[src/scjmp_pkg.sv]
package scjmp_pkg;

    // ---------------------------------------------------------------
    // Register map
    // ---------------------------------------------------------------
    localparam logic [7:0] OFS_CMD     = 8'h00;
    localparam logic [7:0] OFS_BCF     = 8'h04;
    localparam logic [7:0] OFS_DEST    = 8'h08;
    localparam logic [7:0] OFS_PC      = 8'h0C;
    localparam logic [7:0] OFS_FBR     = 8'h10;
    localparam logic [7:0] OFS_CTRL    = 8'h14;
    localparam logic [7:0] OFS_STATUS  = 8'h18;

    localparam int CTRL_START_BIT  = 0;
    localparam int CTRL_TARGET_BIT = 1;

    localparam int STAT_BUSY_BIT   = 0;
    localparam int STAT_TAKEN_BIT  = 1;
    localparam int STAT_DONE_BIT   = 2;
    localparam int STAT_ERROR_BIT  = 3;

    localparam logic [7:0]  RST_CMD  = 8'h00;
    localparam logic [23:0] RST_BCF  = 24'h00_0000;
    localparam logic [31:0] RST_DEST = 32'h0000_0000;
    localparam logic [31:0] RST_PC   = 32'h0000_0000;
    localparam logic [7:0]  RST_FBR  = 8'h00;

    localparam logic [1:0] RESP_OKAY   = 2'h0;
    localparam logic [1:0] RESP_SLVERR = 2'h2;

    // ---------------------------------------------------------------
    // Instruction encoding
    // ---------------------------------------------------------------
    localparam logic [1:0] ITYPE_XFER_CTRL = 2'h2;
    localparam logic [2:0] OPC_JUMP        = 3'h0;
    localparam int         REL_OFS_W       = 24;

    // Phase codes as message, command/data, input/output.
    localparam logic [2:0] PH_DATA_OUT = 3'h0;
    localparam logic [2:0] PH_DATA_IN  = 3'h1;
    localparam logic [2:0] PH_COMMAND  = 3'h2;
    localparam logic [2:0] PH_STATUS   = 3'h3;
    localparam logic [2:0] PH_RES4     = 3'h4;
    localparam logic [2:0] PH_RES5     = 3'h5;
    localparam logic [2:0] PH_MSG_OUT  = 3'h6;
    localparam logic [2:0] PH_MSG_IN   = 3'h7;

    typedef struct packed {
        logic [1:0] itype;
        logic [2:0] opcode;
        logic [2:0] phase;
        logic       rel_addr;
        logic       rsvd22;
        logic       carry_test;
        logic       rsvd20;
        logic       true_bit;
        logic       cmp_data;
        logic       cmp_phase;
        logic       wait_bit;
        logic [7:0] mask;
        logic [7:0] data;
    } scjmp_instr_t;

    // Bus lines in asserted-high sense.
    typedef struct packed {
        logic [2:0] phase;
        logic       sel;
        logic       bsy;
        logic       req;
        logic       atn;
    } scjmp_bus_t;

    typedef enum logic [1:0] {
        ST_IDLE = 2'b00,
        ST_WAIT = 2'b01,
        ST_EXEC = 2'b11
    } scjmp_state_t;

endpackage : scjmp_pkg

[src/scjmp_cond.sv]
module scjmp_cond (
    input  wire logic                    target_mode_i,
    input  wire scjmp_pkg::scjmp_instr_t instr_i,
    input  wire scjmp_pkg::scjmp_bus_t   bus_i,
    input  wire logic [7:0]              fbr_i,
    input  wire logic                    carry_i,
    output logic                         cond_o
);
    import scjmp_pkg::*;

    // ---------------------------------------------------------------
    // Condition evaluation
    // ---------------------------------------------------------------
    wire phase_valid = !bus_i.sel && bus_i.bsy;
    wire phase_eq    = phase_valid && (bus_i.phase == instr_i.phase);
    wire phase_res   = target_mode_i ? bus_i.atn : phase_eq;
    wire phase_term  = instr_i.cmp_phase ? phase_res : 1'b1;
    wire data_eq     = ((fbr_i ^ instr_i.data) & ~instr_i.mask) == 8'h00;
    wire data_term   = instr_i.cmp_data ? data_eq : 1'b1;

    // Carry test overrides both comparisons.
    assign cond_o = instr_i.carry_test ? carry_i
                                       : (phase_term && data_term);

endmodule : scjmp_cond

[src/scjmp_top.sv]
module scjmp_top (
    input  wire logic                  CLK_SYS_I,
    input  wire logic                  RST_I,
    input  wire logic [7:0]            S_AXI_AWADDR_I,
    input  wire logic                  S_AXI_AWVALID_I,
    output logic                       S_AXI_AWREADY_O,
    input  wire logic [31:0]           S_AXI_WDATA_I,
    input  wire logic [3:0]            S_AXI_WSTRB_I,
    input  wire logic                  S_AXI_WVALID_I,
    output logic                       S_AXI_WREADY_O,
    output logic [1:0]                 S_AXI_BRESP_O,
    output logic                       S_AXI_BVALID_O,
    input  wire logic                  S_AXI_BREADY_I,
    input  wire logic [7:0]            S_AXI_ARADDR_I,
    input  wire logic                  S_AXI_ARVALID_I,
    output logic                       S_AXI_ARREADY_O,
    output logic [31:0]                S_AXI_RDATA_O,
    output logic [1:0]                 S_AXI_RRESP_O,
    output logic                       S_AXI_RVALID_O,
    input  wire logic                  S_AXI_RREADY_I,
    input  wire scjmp_pkg::scjmp_bus_t BUS_I,
    input  wire logic                  FBR_LOAD_I,
    input  wire logic [7:0]            FBR_DATA_I,
    input  wire logic                  ALU_CARRY_I,
    output logic [31:0]                PC_O,
    output logic                       FETCH_O,
    output logic                       TAKEN_O,
    output logic                       BUSY_O
);
    import scjmp_pkg::*;

    // ---------------------------------------------------------------
    // Declarations
    // ---------------------------------------------------------------
    scjmp_state_t state_reg;
    scjmp_state_t state_next;
    scjmp_bus_t   bus_s1_reg;
    scjmp_bus_t   bus_s2_reg;
    scjmp_instr_t instr;

    logic [7:0]  cmd_reg;
    logic [23:0] bcf_reg;
    logic [31:0] dest_reg;
    logic [31:0] pc_reg;
    logic [7:0]  fbr_reg;
    logic        target_reg;
    logic        taken_reg;
    logic        done_reg;
    logic        error_reg;
    logic        fetch_reg;
    logic        taken_pulse_reg;
    logic        aw_held_reg;
    logic        w_held_reg;
    logic [7:0]  aw_addr_reg;
    logic [31:0] w_data_reg;
    logic [3:0]  w_strb_reg;
    logic        bvalid_reg;
    logic [1:0]  bresp_reg;
    logic        rvalid_reg;
    logic [31:0] rdata_reg;
    logic [1:0]  rresp_reg;
    logic        cond;

    // ---------------------------------------------------------------
    // Bus pin synchronisers
    // ---------------------------------------------------------------
    always_ff @(posedge CLK_SYS_I or posedge RST_I) begin
        if (RST_I) begin
            bus_s1_reg <= '0;
            bus_s2_reg <= '0;
        end else begin
            bus_s1_reg <= BUS_I;
            bus_s2_reg <= bus_s1_reg;
        end
    end

    // ---------------------------------------------------------------
    // Instruction decode
    // ---------------------------------------------------------------
    assign instr = scjmp_instr_t'({cmd_reg, bcf_reg});
    wire is_jump     = (instr.itype == ITYPE_XFER_CTRL) && (instr.opcode == OPC_JUMP);
    wire phase_valid = !bus_s2_reg.sel && bus_s2_reg.bsy;
    wire req_ready   = bus_s2_reg.req && phase_valid;
    wire take_jump   = (cond == instr.true_bit);
    wire [31:0] rel_ofs = {{(32 - REL_OFS_W){dest_reg[REL_OFS_W - 1]}},
                           dest_reg[REL_OFS_W - 1:0]};
    wire [31:0] rel_dest = pc_reg + rel_ofs;
    wire [31:0] jump_dest = instr.rel_addr ? rel_dest : dest_reg;

    scjmp_cond u_cond (
        .target_mode_i (target_reg),
        .instr_i       (instr),
        .bus_i         (bus_s2_reg),
        .fbr_i         (fbr_reg),
        .carry_i       (ALU_CARRY_I),
        .cond_o        (cond)
    );

    // ---------------------------------------------------------------
    // AXI4-Lite write path
    // ---------------------------------------------------------------
    wire aw_fire = S_AXI_AWVALID_I && S_AXI_AWREADY_O;
    wire w_fire  = S_AXI_WVALID_I && S_AXI_WREADY_O;
    wire wr_go   = aw_held_reg && w_held_reg && !bvalid_reg;

    assign S_AXI_AWREADY_O = !aw_held_reg && !bvalid_reg;
    assign S_AXI_WREADY_O  = !w_held_reg && !bvalid_reg;

    wire wr_cmd    = wr_go && (aw_addr_reg == OFS_CMD);
    wire wr_bcf    = wr_go && (aw_addr_reg == OFS_BCF);
    wire wr_dest   = wr_go && (aw_addr_reg == OFS_DEST);
    wire wr_pc     = wr_go && (aw_addr_reg == OFS_PC);
    wire wr_fbr    = wr_go && (aw_addr_reg == OFS_FBR);
    wire wr_ctrl   = wr_go && (aw_addr_reg == OFS_CTRL);
    wire wr_status = wr_go && (aw_addr_reg == OFS_STATUS);
    wire wr_hit    = wr_cmd || wr_bcf || wr_dest || wr_pc || wr_fbr || wr_ctrl || wr_status;

    function automatic logic [31:0] merge(input logic [31:0] old_v, input logic [31:0] new_v,
                                          input logic [3:0]  strb);
        logic [31:0] res;
        res = old_v;
        for (int i = 0; i < 4; i++) begin
            if (strb[i]) begin
                res[i*8 +: 8] = new_v[i*8 +: 8];
            end
        end
        return res;
    endfunction : merge

    wire [31:0] wr_val   = merge(32'h0000_0000, w_data_reg, w_strb_reg);
    wire        start    = wr_ctrl && w_strb_reg[0] && wr_val[CTRL_START_BIT];
    wire        idle     = (state_reg == ST_IDLE);
    wire        launch   = start && idle;

    always_ff @(posedge CLK_SYS_I or posedge RST_I) begin
        if (RST_I) begin
            aw_held_reg <= 1'b0;
            w_held_reg  <= 1'b0;
            aw_addr_reg <= 8'h00;
            w_data_reg  <= 32'h0000_0000;
            w_strb_reg  <= 4'h0;
            bvalid_reg  <= 1'b0;
            bresp_reg   <= RESP_OKAY;
        end else begin
            if (aw_fire) begin
                aw_held_reg <= 1'b1;
                aw_addr_reg <= S_AXI_AWADDR_I;
            end
            if (w_fire) begin
                w_held_reg <= 1'b1;
                w_data_reg <= S_AXI_WDATA_I;
                w_strb_reg <= S_AXI_WSTRB_I;
            end
            if (wr_go) begin
                aw_held_reg <= 1'b0;
                w_held_reg  <= 1'b0;
                bvalid_reg  <= 1'b1;
                bresp_reg   <= wr_hit ? RESP_OKAY : RESP_SLVERR;
            end else if (bvalid_reg && S_AXI_BREADY_I) begin
                bvalid_reg <= 1'b0;
            end
        end
    end

    assign S_AXI_BVALID_O = bvalid_reg;
    assign S_AXI_BRESP_O  = bresp_reg;

    // ---------------------------------------------------------------
    // Software registers
    // ---------------------------------------------------------------
    wire [31:0] bcf_mrg = merge({8'h00, bcf_reg}, w_data_reg, w_strb_reg);
    always_ff @(posedge CLK_SYS_I or posedge RST_I) begin
        if (RST_I) begin
            cmd_reg    <= RST_CMD;
            bcf_reg    <= RST_BCF;
            dest_reg   <= RST_DEST;
            target_reg <= 1'b0;
        end else begin
            if (wr_cmd && w_strb_reg[0]) begin
                cmd_reg <= w_data_reg[7:0];
            end
            if (wr_bcf) begin
                bcf_reg <= bcf_mrg[23:0];
            end
            if (wr_dest) begin
                dest_reg <= merge(dest_reg, w_data_reg, w_strb_reg);
            end
            if (wr_ctrl && w_strb_reg[0]) begin
                target_reg <= w_data_reg[CTRL_TARGET_BIT];
            end
        end
    end

    // The data path loads the received byte; it wins over a software write.
    always_ff @(posedge CLK_SYS_I or posedge RST_I) begin
        if (RST_I) begin
            fbr_reg <= RST_FBR;
        end else if (FBR_LOAD_I) begin
            fbr_reg <= FBR_DATA_I;
        end else if (wr_fbr && w_strb_reg[0]) begin
            fbr_reg <= w_data_reg[7:0];
        end
    end

    // ---------------------------------------------------------------
    // Sequencer
    // ---------------------------------------------------------------
    always_comb begin
        state_next = state_reg;
        case (state_reg)
            ST_IDLE: begin
                if (launch && is_jump && instr.wait_bit) begin
                    state_next = ST_WAIT;
                end else if (launch) begin
                    state_next = ST_EXEC;
                end
            end
            ST_WAIT: begin
                if (req_ready) begin
                    state_next = ST_EXEC;
                end
            end
            ST_EXEC: begin
                state_next = ST_IDLE;
            end
            default: begin
                state_next = ST_IDLE;
            end
        endcase
    end

    wire exec = (state_reg == ST_EXEC);

    // The pointer already addresses the next instruction, so falling
    // through leaves it alone.
    always_ff @(posedge CLK_SYS_I or posedge RST_I) begin
        if (RST_I) begin
            state_reg       <= ST_IDLE;
            pc_reg          <= RST_PC;
            taken_reg       <= 1'b0;
            done_reg        <= 1'b0;
            error_reg       <= 1'b0;
            fetch_reg       <= 1'b0;
            taken_pulse_reg <= 1'b0;
        end else begin
            state_reg       <= state_next;
            fetch_reg       <= exec;
            taken_pulse_reg <= exec && is_jump && take_jump;
            if (launch) begin
                done_reg  <= 1'b0;
                taken_reg <= 1'b0;
                error_reg <= !is_jump;
            end else if (exec) begin
                done_reg  <= 1'b1;
                taken_reg <= is_jump && take_jump;
            end
            if (exec && is_jump && take_jump) begin
                pc_reg <= jump_dest;
            end else if (wr_pc && idle) begin
                pc_reg <= merge(pc_reg, w_data_reg, w_strb_reg);
            end
        end
    end

    assign PC_O    = pc_reg;
    assign FETCH_O = fetch_reg;
    assign TAKEN_O = taken_pulse_reg;
    assign BUSY_O  = !idle;

    // ---------------------------------------------------------------
    // AXI4-Lite read path
    // ---------------------------------------------------------------
    logic [31:0] status_word;
    always_comb begin
        status_word                 = 32'h0000_0000;
        status_word[STAT_BUSY_BIT]  = !idle;
        status_word[STAT_TAKEN_BIT] = taken_reg;
        status_word[STAT_DONE_BIT]  = done_reg;
        status_word[STAT_ERROR_BIT] = error_reg;
    end

    wire rd_cmd    = (S_AXI_ARADDR_I == OFS_CMD);
    wire rd_bcf    = (S_AXI_ARADDR_I == OFS_BCF);
    wire rd_dest   = (S_AXI_ARADDR_I == OFS_DEST);
    wire rd_pc     = (S_AXI_ARADDR_I == OFS_PC);
    wire rd_fbr    = (S_AXI_ARADDR_I == OFS_FBR);
    wire rd_ctrl   = (S_AXI_ARADDR_I == OFS_CTRL);
    wire rd_status = (S_AXI_ARADDR_I == OFS_STATUS);
    wire rd_hit    = rd_cmd || rd_bcf || rd_dest || rd_pc || rd_fbr || rd_ctrl || rd_status;
    wire [31:0] rd_val = rd_cmd    ? {24'h00_0000, cmd_reg}
                       : rd_bcf    ? {8'h00, bcf_reg}
                       : rd_dest   ? dest_reg
                       : rd_pc     ? pc_reg
                       : rd_fbr    ? {24'h00_0000, fbr_reg}
                       : rd_ctrl   ? {30'h0000_0000, target_reg, 1'b0}
                       : rd_status ? status_word
                       : 32'h0000_0000;

    assign S_AXI_ARREADY_O = !rvalid_reg;
    wire ar_fire = S_AXI_ARVALID_I && S_AXI_ARREADY_O;

    always_ff @(posedge CLK_SYS_I or posedge RST_I) begin
        if (RST_I) begin
            rvalid_reg <= 1'b0;
            rdata_reg  <= 32'h0000_0000;
            rresp_reg  <= RESP_OKAY;
        end else if (ar_fire) begin
            rvalid_reg <= 1'b1;
            rdata_reg  <= rd_val;
            rresp_reg  <= rd_hit ? RESP_OKAY : RESP_SLVERR;
        end else if (rvalid_reg && S_AXI_RREADY_I) begin
            rvalid_reg <= 1'b0;
        end
    end

    assign S_AXI_RVALID_O = rvalid_reg;
    assign S_AXI_RDATA_O  = rdata_reg;
    assign S_AXI_RRESP_O  = rresp_reg;

endmodule : scjmp_top
[config.mk]
export PLATFORM = sky130hd
export DESIGN_NAME = scjmp_top
export DESIGN_NICKNAME = d
export VERILOG_FILES = /design/src/scjmp_pkg.sv /design/src/scjmp_cond.sv /design/src/scjmp_top.sv
export SDC_FILE = /design/constraint.sdc
export NUM_CORES = 1
export LEC_CHECK = 0
export BUFFER_PORTS_ARGS = -buffer_cell sky130_fd_sc_hd__buf_2
export CAP_MARGIN = 30
export CORE_MARGIN = 4
export CORE_UTILIZATION = 58
export DETAILED_ROUTE_END_ITERATION = 7
export PLACE_DENSITY_LB_ADDON = 0.1
export SETUP_SLACK_MARGIN = 0.3
export SYNTH_ARGS = -nofsm -noshare
export SYNTH_HDL_FRONTEND = slang
export SYNTH_SLANG_ARGS = --single-unit
export TNS_END_PERCENT = 30
[constraint.sdc]
create_clock -name CLK_SYS_I -period 7.9 [get_ports CLK_SYS_I]
set_input_delay 1.58 -clock CLK_SYS_I [delete_from_list [all_inputs] [get_ports CLK_SYS_I]]
set_output_delay 1.58 -clock CLK_SYS_I [all_outputs]
set_load 0.005 [all_outputs]
==> run_results.csv <==
group,metric,value,unit
final_layout,final_nets,1234,
route,viasPerCell,6.08,
grt,overflow,0,
route,detail_route.wl_per_cell,20.4,um
worst_setup_path,crit_type,"flip-flop to flip-flop",
worst_setup_path,r2r-end,"PC_O[2]",
yosys,ys_top_cells_by_count,"208 x dfrtp_1, 128 x mux2_2, 82 x nand2_1",
sta,finalSetupViolations,0,
place,place.gp.congestion,0.926,
sta,drv_slew,0,
worst_setup_path,crit_required,8290,ps
worst_setup_path,crit_slowest_cell,"nor4_1",
grt,track_usage,26.4,%
yosys,synth-seq-cells,208,
final_layout,drive_gt1_share,30.6,%
yosys,synth.avg_cell_area,11.0,um2
clock_tree,cts_sinks,208,
sta,worst_slew_pin_slew,923,ps
clock_tree,postCtsSetupRepairBufs,0,
yosys,synth_most_common_cell,"dfrtp_1",
min_path,hold_path.class,"flip-flop to flip-flop",
grt,grt_pass1_wl,45.6,mm
sta,fin_crit,3420,ps
yosys,synth_top_area_cell,"dfrtp_1",
worst_setup_path,reg2reg_from,"fbr_reg[1]",
min_path,min_to,"bus_s2_reg[5]",
grt,grt_pass1_vias,8420,
min_path,hold_depth,0,
worst_setup_path,max_stage_delay,530,ps
clock_tree,htree_num_levels,1,
clock_tree,clk_latency,500,ps
clock_tree,postCtsResizedCells,0,
route,drt-total-wl,28.0,mm
yosys,yosysSeqAreaShare,47.4,%
yosys,async_reset_ff_share,100,%
clock_tree,clockRootBuffer,"clkbuf_16",
grt,antenna_found_initial,0,
job,cap_violations,0,
yosys,synthDistinctLibCells,71,
outcome,status,"completed",
yosys,yosysTopAreaCellShare,47.4,%
yosys,netlist_top_cells_area,"dfrtp_1 47%, mux2_2 13%, mux2i_1 4.4%",
place,place_hpwl,19.8,mm
final_layout,area_delta_synth_final,16.0,%
floorplan,dieArea,21200,um2
worst_setup_path,path_max_fanout,28,
worst_setup_path,endpoint_kind,"flip-flop",
floorplan,chipHeight,146,um
sta,relSlewSlack,38.5,%
place,io_buffer_count,149,
worst_setup_path,crit_chain,"xnor2_1, o22ai_1, nor4_1, o221ai_1, xor2_1, nand3_2, buf_4, inv_2, nor2_1, a221o_1",
clock_tree,cts_hold_buf,0,
sta,fin_ws,4480,ps
worst_setup_path,reg2reg_depth,10,
yosys,synth_ff_type,"dfrtp_1",
clock_tree,clk_pin_slew,60,ps
sta,hold_violations,0,
yosys,synth_area,11000,um2
pwr,p_per_area,275,nW/um2
worst_setup_path,critPathArrivalTime,3810,ps
route,first_pass_iters,5,
clock_tree,numCtsBuffers,23,
place,dp_slack,4070,ps
route,vias,8365,
sta,setup-tns-final,0,ps
sta,max_freq,0.292,GHz
route,drcViolationCount,0,
floorplan,die_width,146,um
pwr,vdd_drop_max,0.178,mV
worst_setup_path,crit_path_start_kind,"flip-flop",
grt,grt_max_degree,146,
route,postRouteAntennaNets,0,
final_layout,diodes,0,
floorplan,core-area,18600,um2
pwr,p_leak,0.00610,uW
clock_tree,cts_tree,"done",
worst_setup_path,r2r_slack,4480,ps
floorplan,start_util,58.9,%
floorplan,row_count,50,
sta,rsz0062_at_grt,"false",
sta,period_share,43.4,%
yosys,yosysWarnings,0,
sta,fin_skew,6.49,ps
route,drtIter0Drc,545,
yosys,synthCells,995,
floorplan,ios,152,
min_path,hold_start,"bus_s1_reg[5]",
clock_tree,clockBufferDepth,3,
yosys,synth_edf_count,0,
[worst max-delay path: cells and delay by family (launching register included)]
family	cells	cell delay [ps]
AND/OR/NAND/NOR	3	1100
XOR/XNOR	2	510
buffers and inverters	2	610
AO/OA/AOI/OAI	3	680
flip-flops	1	410
[final cells by class]
| class | instances | area (um2) |
|---|---|---|
| Tap cell | 234 | 293 |
| Inverter | 18 | 75.1 |
| Fill cell | 1483 | 5920 |
| Timing Repair Buffer | 157 | 850 |
| Clock buffer | 28 | 624 |
| Multi-Input combinational cell | 718 | 5500 |
| Sequential cell | 208 | 5200 |
| Clock inverter | 13 | 179 |
[worst max-delay path by stage]
stage                            startpoint           endpoint  slack, ps  depth (start not counted)
after floorplan                       RST_I            FETCH_O        640                          1
after global placement    S_AXI_ARADDR_I[3]   S_AXI_RDATA_O[3]       4150                          6
after detailed placement  S_AXI_ARADDR_I[3]  S_AXI_RDATA_O[17]       4070                          5
after CTS                        fbr_reg[1]            PC_O[7]       4490                         10
after global routing             fbr_reg[1]            PC_O[2]       4170                         10
final                            fbr_reg[1]            PC_O[2]       4480                         10
[per-layer routing]
layer | vias to the layer above | routed length (um) | global-route usage (%)
met5 | - | 0 | 0
met4 | 0 | 671 | 6.79
met3 | 44 | 1620 | 4.80
met2 | 236 | 12900 | 41.9
met1 | 4155 | 12800 | 38.0
li1 | 3930 | - | -
[per-stage QoR]
stage | power (uW) | cell area, um2 | utilization, % | std cells | hold slack [ps]
final | 3500 | 12700 | 68.3 | 1376 | 348
after global routing | 3690 | 12700 | 68.3 | 1376 | 355
after CTS | 3510 | 12700 | 68.0 | 1374 | 349
after detailed placement | 2370 | 11900 | 63.7 | 1333 | 335
after global placement | 2340 | 11900 | 63.6 | 1332 | 333
after floorplan | 2100 | 11000 | - | 996 | 331
[cell usage in the layout (no fill, tap or decap), types with 5 or more instances in the layout]
| cell type | instances |
|---|---|
| nor2b_1 | 12 |
| ha_1 | 31 |
| o21ai_0 | 57 |
| nand2_1 | 81 |
| and3_1 | 8 |
| nand4_1 | 8 |
| and2_1 | 5 |
| o21a_1 | 5 |
| inv_1 | 16 |
| dfrtp_1 | 208 |
| buf_2 | 149 |
| mux2i_1 | 48 |
| a221o_1 | 5 |
| xor2_1 | 12 |
| a211oi_1 | 15 |
| a22oi_1 | 24 |
| nand2b_1 | 11 |
| mux2_2 | 128 |
| o22ai_1 | 9 |
| nor2_1 | 37 |
| o211ai_1 | 5 |
| clkbuf_16 | 23 |
| nor3_1 | 12 |
| a21o_1 | 16 |
| buf_4 | 5 |
| a21oi_1 | 55 |
| xnor2_1 | 26 |
| o21bai_1 | 5 |
| o31ai_1 | 19 |
| a22o_1 | 6 |
| nand3_1 | 11 |
| a31oi_1 | 5 |
[kinds of logic (layout without fill, tap and decap cells)]
family,after synthesis,count (layout),share of synthesized area (%)
AOI/OAI and AO/OA,259,259,15.9
DFF,208,208,47.4
and+or+nand+nor,208,208,9.19
muxes,179,179,18.1
buffers and inverters,70,216,2.59
xor gates and xnor gates,38,38,3.03
adders and majority gates,32,32,3.72
other,1,2,0.0342
[power breakdown]
| part | switching (uW) | total (uW) | internal, uW |
|---|---|---|---|
| Sequential | 224 | 1480 | 1250 |
| Combinational | 437 | 890 | 452 |
| Clock | 437 | 1130 | 694 |
No activity file was read; power rests on OpenSTA's default activity.
